`src/rtl/led_pkg.sv`:
```
`default_nettype none
package led_pkg;
    // Register byte offsets
    localparam logic [11:0] CFG_OFF        = 12'h080;
    localparam logic [11:0] THR_OFF        = 12'h084;
    localparam logic [11:0] BLINK_OFF      = 12'h088;
    // Field positions in the lamp configuration word
    localparam int          ENABLE_BIT     = 0;
    localparam int          SW_CTRL_BIT    = 1;
    localparam int          LEVEL_BIT      = 2;
    localparam int          KIND_BIT       = 3;
    localparam int          TEST_BIT       = 31;
    // Upper half of the threshold and blink words
    localparam int          HI_LSB         = 16;
    // Defaults when no image has been loaded
    localparam logic        KIND_DEF       = 1'b0;
    localparam logic        LEVEL_DEF      = 1'b0;
    localparam logic        ENABLE_DEF     = 1'b1;
    localparam logic [15:0] THR_DISABLED   = 16'hffff;
    localparam logic [15:0] FAST_BLINK_DEF = 16'h0032;
    localparam logic [15:0] SLOW_BLINK_DEF = 16'h00fa;
    // Time base
    localparam int          CLK_PERIOD_NS  = 4;
    localparam int          US_NS          = 1000;
    localparam int          US_CYCLES      = (US_NS + CLK_PERIOD_NS - 1) / CLK_PERIOD_NS;
    localparam int          MS_US          = 1000;
    // Blink selection, one-hot
    typedef enum logic [3:0] {
        MODE_OFF    = 4'b0001,
        MODE_STEADY = 4'b0010,
        MODE_SLOW   = 4'b0100,
        MODE_FAST   = 4'b1000
    } mode_type;
endpackage : led_pkg
`default_nettype wire

```
`src/rtl/activity_led_control.sv`:
```
// The implementer's own choice: the APB interface to the registers.
`timescale 1ns/1ps
`default_nettype none
module activity_led_control #(
    parameter int RATE_W = 16               // Threshold and period width
) (
    input  wire logic              pclk,           // 250 MHz clock
    input  wire logic              presetn,        // Async reset, low
    input  wire logic              psel,           // APB select
    input  wire logic              penable,        // APB access phase
    input  wire logic              pwrite,         // APB direction
    input  wire logic [11:0]       paddr,          // APB byte address
    input  wire logic [31:0]       pwdata,         // APB write data
    input  wire logic [3:0]        pstrb,          // APB byte strobes
    output logic                   pready,         // APB ready
    output logic [31:0]            prdata,         // APB read data
    output logic                   pslverr,        // APB error
    input  wire logic              eeprom_load,    // Image load pulse
    input  wire logic              eeprom_drive_kind_flag,       // Image kind
    input  wire logic              eeprom_active_level_flag,     // Image level
    input  wire logic              eeprom_indicator_enable_flag, // Image enable
    input  wire logic              usb_reset,      // USB reset pulse
    input  wire logic              lite_reset,     // Lite reset pulse
    input  wire logic              reset_protect,  // Keep protected bits
    input  wire logic [RATE_W-1:0] traffic_rate,   // Rate, 64 B/ms units
    output logic                   led_out,        // LED pin output
    output logic                   led_oe          // LED pin enable
);
    // Byte-lane merge of a write into a word
    function automatic logic [31:0] merge(input logic [31:0] old, input logic [31:0] wd,
                                          input logic [3:0] st);
        logic [31:0] r;
        r = old;
        for (int i = 0; i < 4; i++) begin
            if (st[i]) begin
                r[i*8 +: 8] = wd[i*8 +: 8];
            end
        end
        return r;
    endfunction : merge

    logic              test_q, test_d;
    logic              kind_q, kind_d;
    logic              level_q, level_d;
    logic              sw_q, sw_d;
    logic              en_q, en_d;
    logic              img_kind_q, img_kind_d;
    logic              img_level_q, img_level_d;
    logic              img_en_q, img_en_d;
    logic [RATE_W-1:0] fast_rate_threshold_q, fast_rate_threshold_d;
    logic [RATE_W-1:0] slow_rate_threshold_q, slow_rate_threshold_d;
    logic [RATE_W-1:0] fast_per_q, fast_per_d;
    logic [RATE_W-1:0] slow_per_q, slow_per_d;
    logic [31:0]       prdata_d;
    logic              pslverr_d;
    logic [31:0]       cfg_word, thr_word, blink_word;
    logic              wr_acc, setup;
    logic              link_reset;

    // Bus phases
    assign setup  = psel && !penable;
    assign wr_acc = psel && penable && pwrite;
    assign pready = psel && penable;
    assign link_reset = usb_reset || lite_reset;

    // Register images as seen on the bus
    always_comb begin
        cfg_word = 32'h0000_0000;
        cfg_word[led_pkg::TEST_BIT]    = test_q;
        cfg_word[led_pkg::KIND_BIT]    = kind_q;
        cfg_word[led_pkg::LEVEL_BIT]   = level_q;
        cfg_word[led_pkg::SW_CTRL_BIT] = sw_q;
        cfg_word[led_pkg::ENABLE_BIT]  = en_q;
        thr_word   = 32'h0000_0000;
        thr_word[led_pkg::HI_LSB +: RATE_W] = fast_rate_threshold_q;
        thr_word[RATE_W-1:0]                = slow_rate_threshold_q;
        blink_word = 32'h0000_0000;
        blink_word[led_pkg::HI_LSB +: RATE_W] = fast_per_q;
        blink_word[RATE_W-1:0]                = slow_per_q;
    end

    // Read data and error captured in the setup cycle
    always_comb begin
        prdata_d  = prdata;
        pslverr_d = pslverr;
        if (setup) begin
            prdata_d  = 32'h0000_0000;
            pslverr_d = 1'b0;
            if (paddr == led_pkg::CFG_OFF) begin
                prdata_d = cfg_word;
            end else if (paddr == led_pkg::THR_OFF) begin
                prdata_d = thr_word;
            end else if (paddr == led_pkg::BLINK_OFF) begin
                prdata_d = blink_word;
            end else begin
                pslverr_d = 1'b1;
            end
            if (pwrite || pslverr_d) begin
                prdata_d = 32'h0000_0000;
            end
        end
    end

    always_ff @(posedge pclk or negedge presetn) begin
        if (!presetn) begin
            prdata  <= 32'h0000_0000;
            pslverr <= 1'b0;
        end else begin
            prdata  <= prdata_d;
            pslverr <= pslverr_d;
        end
    end

    // Configuration: link reset over image load over bus write
    always_comb begin
        logic [31:0] w;
        w           = merge(cfg_word, pwdata, pstrb);
        test_d      = test_q;
        kind_d      = kind_q;
        level_d     = level_q;
        sw_d        = sw_q;
        en_d        = en_q;
        img_kind_d  = img_kind_q;
        img_level_d = img_level_q;
        img_en_d    = img_en_q;
        fast_rate_threshold_d  = fast_rate_threshold_q;
        slow_rate_threshold_d  = slow_rate_threshold_q;
        fast_per_d  = fast_per_q;
        slow_per_d  = slow_per_q;
        if (wr_acc && paddr == led_pkg::CFG_OFF) begin
            test_d  = w[led_pkg::TEST_BIT];
            kind_d  = w[led_pkg::KIND_BIT];
            level_d = w[led_pkg::LEVEL_BIT];
            sw_d    = w[led_pkg::SW_CTRL_BIT];
            en_d    = w[led_pkg::ENABLE_BIT];
        end else if (wr_acc && paddr == led_pkg::THR_OFF) begin
            w          = merge(thr_word, pwdata, pstrb);
            fast_rate_threshold_d = w[led_pkg::HI_LSB +: RATE_W];
            slow_rate_threshold_d = w[RATE_W-1:0];
        end else if (wr_acc && paddr == led_pkg::BLINK_OFF) begin
            w          = merge(blink_word, pwdata, pstrb);
            fast_per_d = w[led_pkg::HI_LSB +: RATE_W];
            slow_per_d = w[RATE_W-1:0];
        end
        if (eeprom_load) begin
            img_kind_d  = eeprom_drive_kind_flag;
            img_level_d = eeprom_active_level_flag;
            img_en_d    = eeprom_indicator_enable_flag;
            kind_d      = eeprom_drive_kind_flag;
            level_d     = eeprom_active_level_flag;
            en_d        = eeprom_indicator_enable_flag;
        end
        if (link_reset && !reset_protect) begin
            kind_d  = img_kind_q;
            level_d = img_level_q;
            en_d    = img_en_q;
        end
    end

    always_ff @(posedge pclk or negedge presetn) begin
        if (!presetn) begin
            test_q      <= 1'b0;
            sw_q        <= 1'b0;
            kind_q      <= led_pkg::KIND_DEF;
            level_q     <= led_pkg::LEVEL_DEF;
            en_q        <= led_pkg::ENABLE_DEF;
            img_kind_q  <= led_pkg::KIND_DEF;
            img_level_q <= led_pkg::LEVEL_DEF;
            img_en_q    <= led_pkg::ENABLE_DEF;
            fast_rate_threshold_q  <= led_pkg::THR_DISABLED[RATE_W-1:0];
            slow_rate_threshold_q  <= led_pkg::THR_DISABLED[RATE_W-1:0];
            fast_per_q  <= led_pkg::FAST_BLINK_DEF[RATE_W-1:0];
            slow_per_q  <= led_pkg::SLOW_BLINK_DEF[RATE_W-1:0];
        end else begin
            test_q      <= test_d;
            sw_q        <= sw_d;
            kind_q      <= kind_d;
            level_q     <= level_d;
            en_q        <= en_d;
            img_kind_q  <= img_kind_d;
            img_level_q <= img_level_d;
            img_en_q    <= img_en_d;
            fast_rate_threshold_q  <= fast_rate_threshold_d;
            slow_rate_threshold_q  <= slow_rate_threshold_d;
            fast_per_q  <= fast_per_d;
            slow_per_q  <= slow_per_d;
        end
    end

    localparam logic [7:0] US_LAST = 8'(led_pkg::US_CYCLES - 1);
    localparam logic [9:0] MS_LAST = 10'(led_pkg::MS_US - 1);
    logic [7:0]        us_cnt_q, us_cnt_d;
    logic [9:0]        ms_cnt_q, ms_cnt_d;
    logic [RATE_W-1:0] per_cnt_q, per_cnt_d;
    logic              phase_q, phase_d;
    logic              out_q, out_d, oe_q, oe_d;
    led_pkg::mode_type mode_q, mode_d;
    logic              us_tick, ms_tick, base_tick, lit;
    logic [RATE_W-1:0] period;

    assign us_tick = (us_cnt_q == US_LAST);
    assign ms_tick = us_tick && (ms_cnt_q == MS_LAST);
    // test bit selects 1 us base
    assign base_tick = test_q ? us_tick : ms_tick;
    assign period    = (mode_q == led_pkg::MODE_FAST) ? fast_per_q : slow_per_q;

    // Blink mode, time base and pin drive
    always_comb begin
        us_cnt_d  = us_tick ? 8'h00 : us_cnt_q + 8'h01;
        ms_cnt_d  = ms_cnt_q;
        if (us_tick) begin
            ms_cnt_d = (ms_cnt_q == MS_LAST) ? 10'h000 : ms_cnt_q + 10'h001;
        end
        if (!en_q) begin
            mode_d = led_pkg::MODE_OFF;
        end else if (sw_q) begin
            mode_d = led_pkg::MODE_SLOW;
        end else if (fast_rate_threshold_q != led_pkg::THR_DISABLED[RATE_W-1:0] && traffic_rate > fast_rate_threshold_q) begin
            mode_d = led_pkg::MODE_FAST;
        end else if (slow_rate_threshold_q != led_pkg::THR_DISABLED[RATE_W-1:0] && traffic_rate > slow_rate_threshold_q) begin
            mode_d = led_pkg::MODE_SLOW;
        end else begin
            mode_d = led_pkg::MODE_STEADY;
        end
        // Half-period counter restarts on mode change
        per_cnt_d = per_cnt_q;
        phase_d   = phase_q;
        if (mode_d != mode_q || mode_q == led_pkg::MODE_OFF || mode_q == led_pkg::MODE_STEADY) begin
            per_cnt_d = '0;
            phase_d   = 1'b1;
        end else if (base_tick) begin
            if (per_cnt_q >= period) begin
                per_cnt_d = '0;
                phase_d   = !phase_q;
            end else begin
                per_cnt_d = per_cnt_q + RATE_W'(1);
            end
        end
        lit = (mode_q == led_pkg::MODE_STEADY) || ((mode_q != led_pkg::MODE_OFF) && phase_q);
        if (kind_q) begin
            out_d = level_q ? lit : !lit;
            oe_d  = 1'b1;
        end else begin
            out_d = 1'b0;
            oe_d  = en_q && (level_q ? lit : !lit) == 1'b0;
        end
    end

    always_ff @(posedge pclk or negedge presetn) begin
        if (!presetn) begin
            us_cnt_q  <= 8'h00;
            ms_cnt_q  <= 10'h000;
            per_cnt_q <= '0;
            phase_q   <= 1'b1;
            mode_q    <= led_pkg::MODE_OFF;
            out_q     <= 1'b0;
            oe_q      <= 1'b0;
        end else begin
            us_cnt_q  <= us_cnt_d;
            ms_cnt_q  <= ms_cnt_d;
            per_cnt_q <= per_cnt_d;
            phase_q   <= phase_d;
            mode_q    <= mode_d;
            out_q     <= out_d;
            oe_q      <= oe_d;
        end
    end

    assign led_out = out_q;
    assign led_oe  = oe_q;

    // First cycle after reset release
    logic first_q;
    always_ff @(posedge pclk or negedge presetn) begin
        if (!presetn) begin
            first_q <= 1'b1;
        end else begin
            first_q <= 1'b0;
        end
    end
endmodule : activity_led_control
`default_nettype wire

```
`config.mk`:
```
export PLATFORM = sky130hd
export DESIGN_NAME = activity_led_control
export DESIGN_NICKNAME = d
export VERILOG_FILES = /design/src/rtl/led_pkg.sv /design/src/rtl/activity_led_control.sv
export SDC_FILE = /design/constraint.sdc
export NUM_CORES = 1
export LEC_CHECK = 0
export BUFFER_PORTS_ARGS = -buffer_cell sky130_fd_sc_hd__buf_4
export CAP_MARGIN = 15
export CORE_MARGIN = 5
export CORE_UTILIZATION = 45
export CTS_BUF_LIST = sky130_fd_sc_hd__clkbuf_8
export DETAILED_ROUTE_END_ITERATION = 7
export PLACE_DENSITY = 0.65
export SYNTH_ARGS = -nofsm -noshare
export SYNTH_HDL_FRONTEND = slang
export SYNTH_SLANG_ARGS = --single-unit
```
`constraint.sdc`:
```
create_clock -name pclk -period 4.95 [get_ports pclk]
set_input_delay 0.99 -clock pclk [delete_from_list [all_inputs] [get_ports pclk]]
set_output_delay 0.99 -clock pclk [all_outputs]
set_load 0.1 [all_outputs]
```
==> results, run 1 <==
- The flow ran to the end, and the final reports show no timing, DRC or antenna violations.
- The total nets after synthesis is 891.
- The internal portion of the total power is 1.76 mW.
- The required time of the critical path is 5.27 ns.
- The initial utilization of the core area, before any placement, comes to 0.459.
- The maximum buffer depth of the clock tree is 2.
- The worst hold-check path type is flop to flop.
- The floorplan die area is 20500 um^2.
- The first routing iteration left 414 violations.
- The number of buffers created by CTS is 17.
- In the synthesized netlist the dominant register cell turns out to be sky130_fd_sc_hd__dfrtp_1.
- The element type at the critical path end is a flop.
- The cell area after technology mapping is 7970 um^2.
- The start-to-end type of the worst setup path is flop to flop.
- Clock skew on the completed layout was measured at 0.0110 ns.
- The dominant cell by count in the synthesized netlist is sky130_fd_sc_hd__dfrtp_1.
- The y dimension of the die is 143 um.
- After detailed routing, the average wire length per cell comes to 18.8 um.
- The count of placed standard cells in the final layout, fillers left out is 1113.
- Of the total power, the clock network draws 0.389.
- After layout, the minimum clock period comes to 3.78 ns.
- The number of hold buffers added after CTS was 0.
- The number of gates resized after CTS was 0.
- The via count of the first global-routing pass is 6224.
- For this design the ratio of total power to cell area is 257 nW/um^2.
- The ratio of routed vias to standard cells is 5.71.
- Of the total power, the share spent switching nets is 0.276.
- The floorplan has 48 rows.
- For this run the aggregate overflow at the end of global routing stands at 0.
- The TritonCTS clock tree is built.
- The setup check on the worst reg-to-reg path leaves a slack of 1.17 ns.
- The post-route antenna net violation count is 0.
- Based on the critical path, the design can be clocked at up to 265 MHz.
- For this run, design rule violations remaining after detail routing come to 0.
- For this design, the sink count on the clock tree is 146.
- In this run the tightest slew margin relative to its limit is 0.438.
- At the later pin of the worst-skew pair, clock insertion delay measures 0.46 ns.
- The number of fill cells is 1564.
- For this block, the via count after detailed routing is 6355.
- At the pin with the least slew margin, the transition time is 0.843 ns.
- The number of setup buffers added after CTS is 0.
- The count of antenna diodes in the layout is 0.
- The die width is 143 um.
- The number of placed instances, taps included is 1081.
- The HPWL reported at the end of detailed placement is 15.7 mm.
- In the final layout, the share of cells above drive strength 1 is 0.316.
- Ranked by total cell area, the synthesized netlist is headed by sky130_fd_sc_hd__dfrtp_1, sky130_fd_sc_hd__dfstp_2, sky130_fd_sc_hd__mux2_2, sky130_fd_sc_hd__ha_1, sky130_fd_sc_hd__o21ai_0.
- The number of distinct library cells after synthesis is 54.
- The net count of the finished layout is 1003.
- The number of register bits inferred by synthesis is 146.
- The period utilization is 0.763.
- The share of total power dissipated in combinational logic is 0.109.
- Counting flops with a built-in enable in the synthesized netlist gives 0.
- The number of cells produced by synthesis is 763.
- Of all nets on the critical path, the largest fanout is 21.
- Max-cap violations in this run came to 0.
- CTS placed an instance of sky130_fd_sc_hd__clkbuf_8 at the clock tree root.
- The number of pins with negative max-slew slack in the final report is 0.
- The share of total power dissipated in sequential elements is 0.503.
- The mean cell area of the mapped netlist is 10.4 um^2.
- Setup repair after global routing left no endpoint under its margin.
- The type of origin of the critical path is a flop.
- The number of antenna violations at the first check in global routing is 0.
- Setup violations remaining at the end of the flow were counted as 0.
- The leakage power summed over all cells is 4.08 nW.
- For this run, the total global-route usage over all layers was measured as 0.210.
- The largest net degree at the start of global routing is 81.
- The growth of design area from synthesis to finish is 18.8%.
- The number of optimization iterations in the first detailed-route pass is 5.
- The cell type with the highest aggregate area in the netlist is sky130_fd_sc_hd__dfrtp_1.
- The H-tree depth is 4.
- The switching power is 0.672 mW.
- In this run the tool buffered the top-level ports with 111 buffer cells.
- The Yosys step of the flow raised 0 warnings.
- The data arrival time of the worst path is 4.10 ns.
- The final design utilization is 0.546.
- The wire length of the first global-routing pass is 33.6 mm.
- The commonest cells after synthesis are sky130_fd_sc_hd__dfrtp_1, sky130_fd_sc_hd__nand2_1, sky130_fd_sc_hd__mux2_2, sky130_fd_sc_hd__o21ai_0, sky130_fd_sc_hd__ha_1.
- The clock transition time at the flip-flop clock pins of the worst setup and hold paths is 0.08 ns.
- For this run, asynchronously set or reset flops after synthesis account for 1.00.
- Of the synthesized area, sequential elements account for 0.466.
- The final setup TNS is 0 ns.
- The share of the synthesized area in the top cell type is 0.317.
- The congestion estimate from routability-driven global placement came to 0.900.
- Across the VDD grid, the largest voltage drop is 0.000174 V.
- The aggregate routed wire length is 20.9 mm.
- The hold violation count in the final report is 0.
- The core footprint is 17400 um^2.
- The top-level port count is 112.
## logic make-up (layout without fill, tap and decap cells)
group / after synthesis / after routing / synth area share
mux: 91 / 91 / 0.125
flops: 146 / 146 / 0.466
simple gates: 234 / 234 / 0.152
buf+inv: 67 / 192 / 0.0320
compound gates: 160 / 160 / 0.129
xor+xnor: 13 / 13 / 0.0143
fa+ha+maj: 52 / 52 / 0.0816
## cells in the final DEF, fill, tap and decap left out, types with 35 or more instances in the layout
cell,instances
sky130_fd_sc_hd__buf_4,121
sky130_fd_sc_hd__a22oi_1,35
sky130_fd_sc_hd__dfstp_2,45
sky130_fd_sc_hd__a21oi_1,35
sky130_fd_sc_hd__dfrtp_1,101
sky130_fd_sc_hd__ha_1,52
sky130_fd_sc_hd__mux2_2,71
sky130_fd_sc_hd__o21ai_0,57
sky130_fd_sc_hd__inv_1,39
sky130_fd_sc_hd__nand2_1,74
## path summary, 6_finish.rpt
kind                                  from                         to  cells after the start
worst max-delay path             mode_q[1]              per_cnt_q[15]                     13
worst min-delay path            prdata[16]                 prdata[16]                      2
worst max register to register   mode_q[1]              per_cnt_q[15]                     13
worst min register to register  prdata[16]                 prdata[16]                      2
max in group asynchronous          presetn  slow_rate_threshold_q[12]                      2
min in group asynchronous          presetn                  prdata[7]                      1
## power by group through the flow
stage	Sequential (mW)	Combinational, mW	Clock (mW)
floorplan	1.27	0.105	0
detailed placement	1.24	0.265	0
finish	1.22	0.264	0.944
CTS	1.22	0.266	0.968
global placement	1.24	0.263	0
global route	1.22	0.289	1.02
## final cells by class
class	count	area (um^2)	share of cell area
Tap cell	225	282	0.0297
Multi-Input combinational cell	550	4020	0.425
Clock inverter	15	158	0.0166
Clock buffer	17	234	0.0247
Timing Repair Buffer	122	920	0.0971
Inverter	38	143	0.0151
Sequential cell	146	3710	0.392
## critical path, stage by stage, from the launching register on
cell                        delay (ns)
sky130_fd_sc_hd__dfrtp_1          0.42
sky130_fd_sc_hd__nand2b_1         0.19
sky130_fd_sc_hd__nor3_2           0.11
sky130_fd_sc_hd__buf_4            0.31
sky130_fd_sc_hd__mux2i_1          0.22
sky130_fd_sc_hd__ha_1             0.27
sky130_fd_sc_hd__a21oi_1          0.14
sky130_fd_sc_hd__o21ai_0          0.10
sky130_fd_sc_hd__a2111oi_0        0.51
sky130_fd_sc_hd__o41ai_2          0.15
sky130_fd_sc_hd__buf_4            0.23
sky130_fd_sc_hd__nor2_1           0.46
sky130_fd_sc_hd__nand2_1          0.10
sky130_fd_sc_hd__a2111oi_0        0.42
## routing by layer
layer	global-route usage	vias to the layer above	part of all wire
met5	0	-	0
met4	0.0710	0	0.022
met3	0.0365	26	0.049
met2	0.336	172	0.47
met1	0.292	3120	0.46
li1	-	3037	-
## state kept, by name (all words and copies together), names as in the netlist, 8 cells and up
name / count
slow_rate_threshold_q: 16
slow_per_q: 16
prdata: 32
us_cnt_q: 8
fast_rate_threshold_q: 16
fast_per_q: 16
per_cnt_q: 16
ms_cnt_q: 10
## per-stage QoR
stage               power, mW  setup WS [ns]  hold WS [ns]  cell area [um^2]
finish                   2.43           1.17         0.483              9470
global route             2.53          0.847         0.519              9470
CTS                      2.45           1.18         0.486              9470
detailed placement       1.51           1.02         0.470              9080
global placement         1.51           1.14         0.464              9080
floorplan                1.38          0.974         0.448              7970
(Power assumes the default switching activity.)
==> run 2: changes to the inputs <==
--- a/config.mk
+++ b/config.mk
@@ -11,7 +11,7 @@
 export CORE_UTILIZATION = 45
 export CTS_BUF_LIST = sky130_fd_sc_hd__clkbuf_8
 export DETAILED_ROUTE_END_ITERATION = 7
-export PLACE_DENSITY = 0.65
+export PLACE_DENSITY = 0.68
 export SYNTH_ARGS = -nofsm -noshare
 export SYNTH_HDL_FRONTEND = slang
 export SYNTH_SLANG_ARGS = --single-unit
==> constraint.sdc (replaced) <==
create_clock -name pclk -period 3.25 [get_ports pclk]
set_input_delay 0.65 -clock pclk [delete_from_list [all_inputs] [get_ports pclk]]
set_output_delay 0.65 -clock pclk [all_outputs]
set_load 0.1 [all_outputs]
==> run 2 against run 1 <==
  * Die area did not move
  * Clock power rose by 73%
  * Sequential cell count did not move
  * Critical endpoint unchanged
  * Largest power group unchanged
==> results, run 2 (synthesis gave the netlist of run 1 again) <==
- The leakage power summed over all cells is 4.31 nW (+5.7%).
- The weighted congestion at the end of routability-driven global placement is 0.854 (-5.2%).
- The setup clock skew after layout is 0.0106 ns (-0.000376 ns).
- The final setup slack of the worst path is 0.0151 ns (-1.16 ns).
- The core footprint is 17400 um^2 (unchanged).
- The top register by number of flip-flops is prdata.
- The instance area after placement is 9290 um^2 (+2.4%).
- The period utilization is 0.995 (+0.232).
- The register share of total power is 0.470 (-0.033).
- The combinational share of power is 0.118 (+0.009).
- The tree is rooted in a sky130_fd_sc_hd__clkbuf_8.
- The max-capacitance violation count is 0 (unchanged).
- The initial cell density of the core is 0.459 (unchanged).
- STA classifies the critical path endpoint as a flop.
- The switching power is 1.01 mW (+50%).
- The net count of the finished layout is 1030 (+2.7%).
- The final setup TNS is 0 ns (unchanged).
- The ratio of routed vias to standard cells is 5.71 (about the same).
- The shortest clock period the worst path allows after layout came to 3.23 ns (-0.542 ns).
- The detailed router's first-iteration violation count was 378 (-8.7%).
- The average wire length per cell after detail routing came to 19.1 um (+1.7%).
- The power per standard cell area is 391 nW/um^2 (+52%).
- The latest clock arrival within the worst-skew pair is 0.45 ns (about the same).
- The register-to-register path setup slack is 0.02 ns (-1.16 ns).
- The count of clock tree sinks is 146 (unchanged).
- STA classifies the critical path startpoint as a flop.
- The setup violation total in the final timing report is 0 (unchanged).
- The worst slew margin relative to its limit is 0.539 (+0.101).
- The number of hold buffers added after CTS is 0 (unchanged).
- The start-to-end type of the worst setup path is flop to flop.
- The residual DRC count is 0 (unchanged).
- The count of antenna diodes in the layout is 0 (unchanged).
- In the layout the commonest cells are sky130_fd_sc_hd__buf_4, sky130_fd_sc_hd__dfrtp_1, sky130_fd_sc_hd__nand2_1.
- The number of placed instances, taps included was 1100 (+1.8%).
- The TritonCTS clock tree is built.
- The number of fill cells is 1464 (-6.4%).
- The number of flip-flops in the largest register was 32 (unchanged).
- The H-tree depth is 4 (unchanged).
- The largest net degree at the start of global routing is 74 (-8.6%).
- The path class of the tightest hold or removal check is input pin to async pin.
- The maximum buffer depth of the clock tree came to 2 (unchanged).
- The critical path launch point is mode_q[1].
- The number of optimization iterations in the first detailed-route pass is 5 (unchanged).
- The post-route antenna net violation count is 0 (unchanged).
- The net switching share of the total power came to 0.254 (-0.0220).
- The data arrival time of the worst path is 3.59 ns (-0.51 ns).
- The number of antenna violations at the first check in global routing is 0 (unchanged).
- The number of pins with negative max-slew slack in the final report is 0 (unchanged).
- The total routing usage reported by global routing is 0.212 (+0.00195).
- The final design utilization was 0.584 (+0.0382).
- The run finished with clean final reports.
- The clock transition time at the flip-flop clock pins of the worst setup and hold paths came to 0.08 ns (about the same).
- The aggregate routed wire length is 21.8 mm (+4.2%).
- The via count of the first global-routing pass was 6388 (+2.6%).
- The most common cell after layout, fill and taps aside is sky130_fd_sc_hd__buf_4.
- The worst setup slack before clock tree synthesis was -0.216 ns (-1.24 ns).
- The worst register-to-register path begins at mode_q[1].
- The number of buffers created by CTS was 17 (unchanged).
- The post-route cell area came to 10100 um^2 (+7.0%).
- The ratio of cells with drive above 1 in the final layout is 0.384 (+0.0672).
- The largest fanout on the critical path is 8 (-62%).
- The total number of vias was 6511 (+2.5%).
- The clock group share of total power is 0.412 (+0.023).
- The overall power of the completed layout was 3.96 mW (+63%).
- The y dimension of the die is 143 um (unchanged).
- The worst hold slack after final layout is 0.199 ns (-0.285 ns).
- The die width is 143 um (unchanged).
- The upper clock frequency limit is 309 MHz (+17%).
- The maximum ir drop on the vdd rail was 0.000247 V (+42%).
- The required time of the critical path is 3.60 ns (-1.67 ns).
- The number of cell rows is 48 (unchanged).
- The hold violation count in the final report is 0 (unchanged).
- The number of I/O port buffers is 111 (unchanged).
- The count of placed standard cells in the final layout, fillers left out was 1140 (+2.4%).
- The HPWL reported at the end of detailed placement came to 15.9 mm (+1.6%).
- The internal power consumption is 2.95 mW (+68%).
- Setup repair after global routing could not meet its margin everywhere.
- The wire length of the first global-routing pass is 34.1 mm (+1.5%).
- The floorplan die area is 20500 um^2 (unchanged).
- The transition time of the tightest slew-check pin is 0.691 ns (-0.152 ns).
- The remaining global-route overflow is 0 (unchanged).
- Compared with the post-synthesis result, the final layout area differs by 27.1%.
- The top-level port count came to 112 (unchanged).
run 2: worst max-delay path: stages, from the launching register on:
cell and delay [ns]:
sky130_fd_sc_hd__dfrtp_1 0.38, sky130_fd_sc_hd__nand2b_4 0.16, sky130_fd_sc_hd__nor3_4 0.29, sky130_fd_sc_hd__buf_12 0.20, sky130_fd_sc_hd__mux2i_4 0.25, sky130_fd_sc_hd__ha_1 0.25, sky130_fd_sc_hd__nand4_1 0.17, sky130_fd_sc_hd__inv_2 0.07
sky130_fd_sc_hd__a2111oi_4 0.40, sky130_fd_sc_hd__o41ai_4 0.15, sky130_fd_sc_hd__buf_6 0.17, sky130_fd_sc_hd__nor2_4 0.16, sky130_fd_sc_hd__buf_4 0.15, sky130_fd_sc_hd__nand2_2 0.06, sky130_fd_sc_hd__a2111oi_4 0.27
run 2: power by group through the flow:
| stage | registers (mW) | clock network [mW] | logic, mW |
|---|---|---|---|
| 2_1_floorplan | 1.94 | 0 | 0.165 |
| 3_3_place_gp | 1.89 | 0 | 0.435 |
| 3_5_place_dp | 1.89 | 0 | 0.439 |
| 4_1_cts | 1.86 | 1.67 | 0.443 |
| 5_1_grt | 1.86 | 1.75 | 0.503 |
| 6_report | 1.86 | 1.63 | 0.467 |
run 2: routing by layer:
| layer | GRT usage | share of wire | vias to the layer above |
|---|---|---|---|
| li1 | - | - | 3090 |
| met1 | 0.285 | 0.44 | 3188 |
| met2 | 0.341 | 0.48 | 190 |
| met3 | 0.0472 | 0.053 | 43 |
| met4 | 0.0725 | 0.029 | 0 |
| met5 | 0 | 0 | - |
run 2: area by class of cell:
cell class / instances / area, um^2 / area share
Inverter: 38 / 143 / 0.0141
Clock buffer: 21 / 289 / 0.0285
Multi-Input combinational cell: 550 / 4340 / 0.428
Clock inverter: 11 / 175 / 0.0173
Timing Repair Buffer: 149 / 1190 / 0.118
Sequential cell: 146 / 3710 / 0.366
Tap cell: 225 / 282 / 0.0278
run 2: path summary, 6_finish.rpt:
check,end,cells after the start
max in group asynchronous,fast_rate_threshold_q[5],2
worst min register to register,prdata[20],2
worst max-delay path,per_cnt_q[15],14
worst max register to register,per_cnt_q[15],14
min in group pclk,fast_rate_threshold_q[1],2
worst min-delay path,pslverr,1
run 2: timing repair:
item	4_1_cts	5_1_grt
setup buffers	1	6
hold endpoints to repair	0	0
setup endpoints to repair	16	16
gates cloned	0	1
pin swaps	1	19
resized for setup	2	68
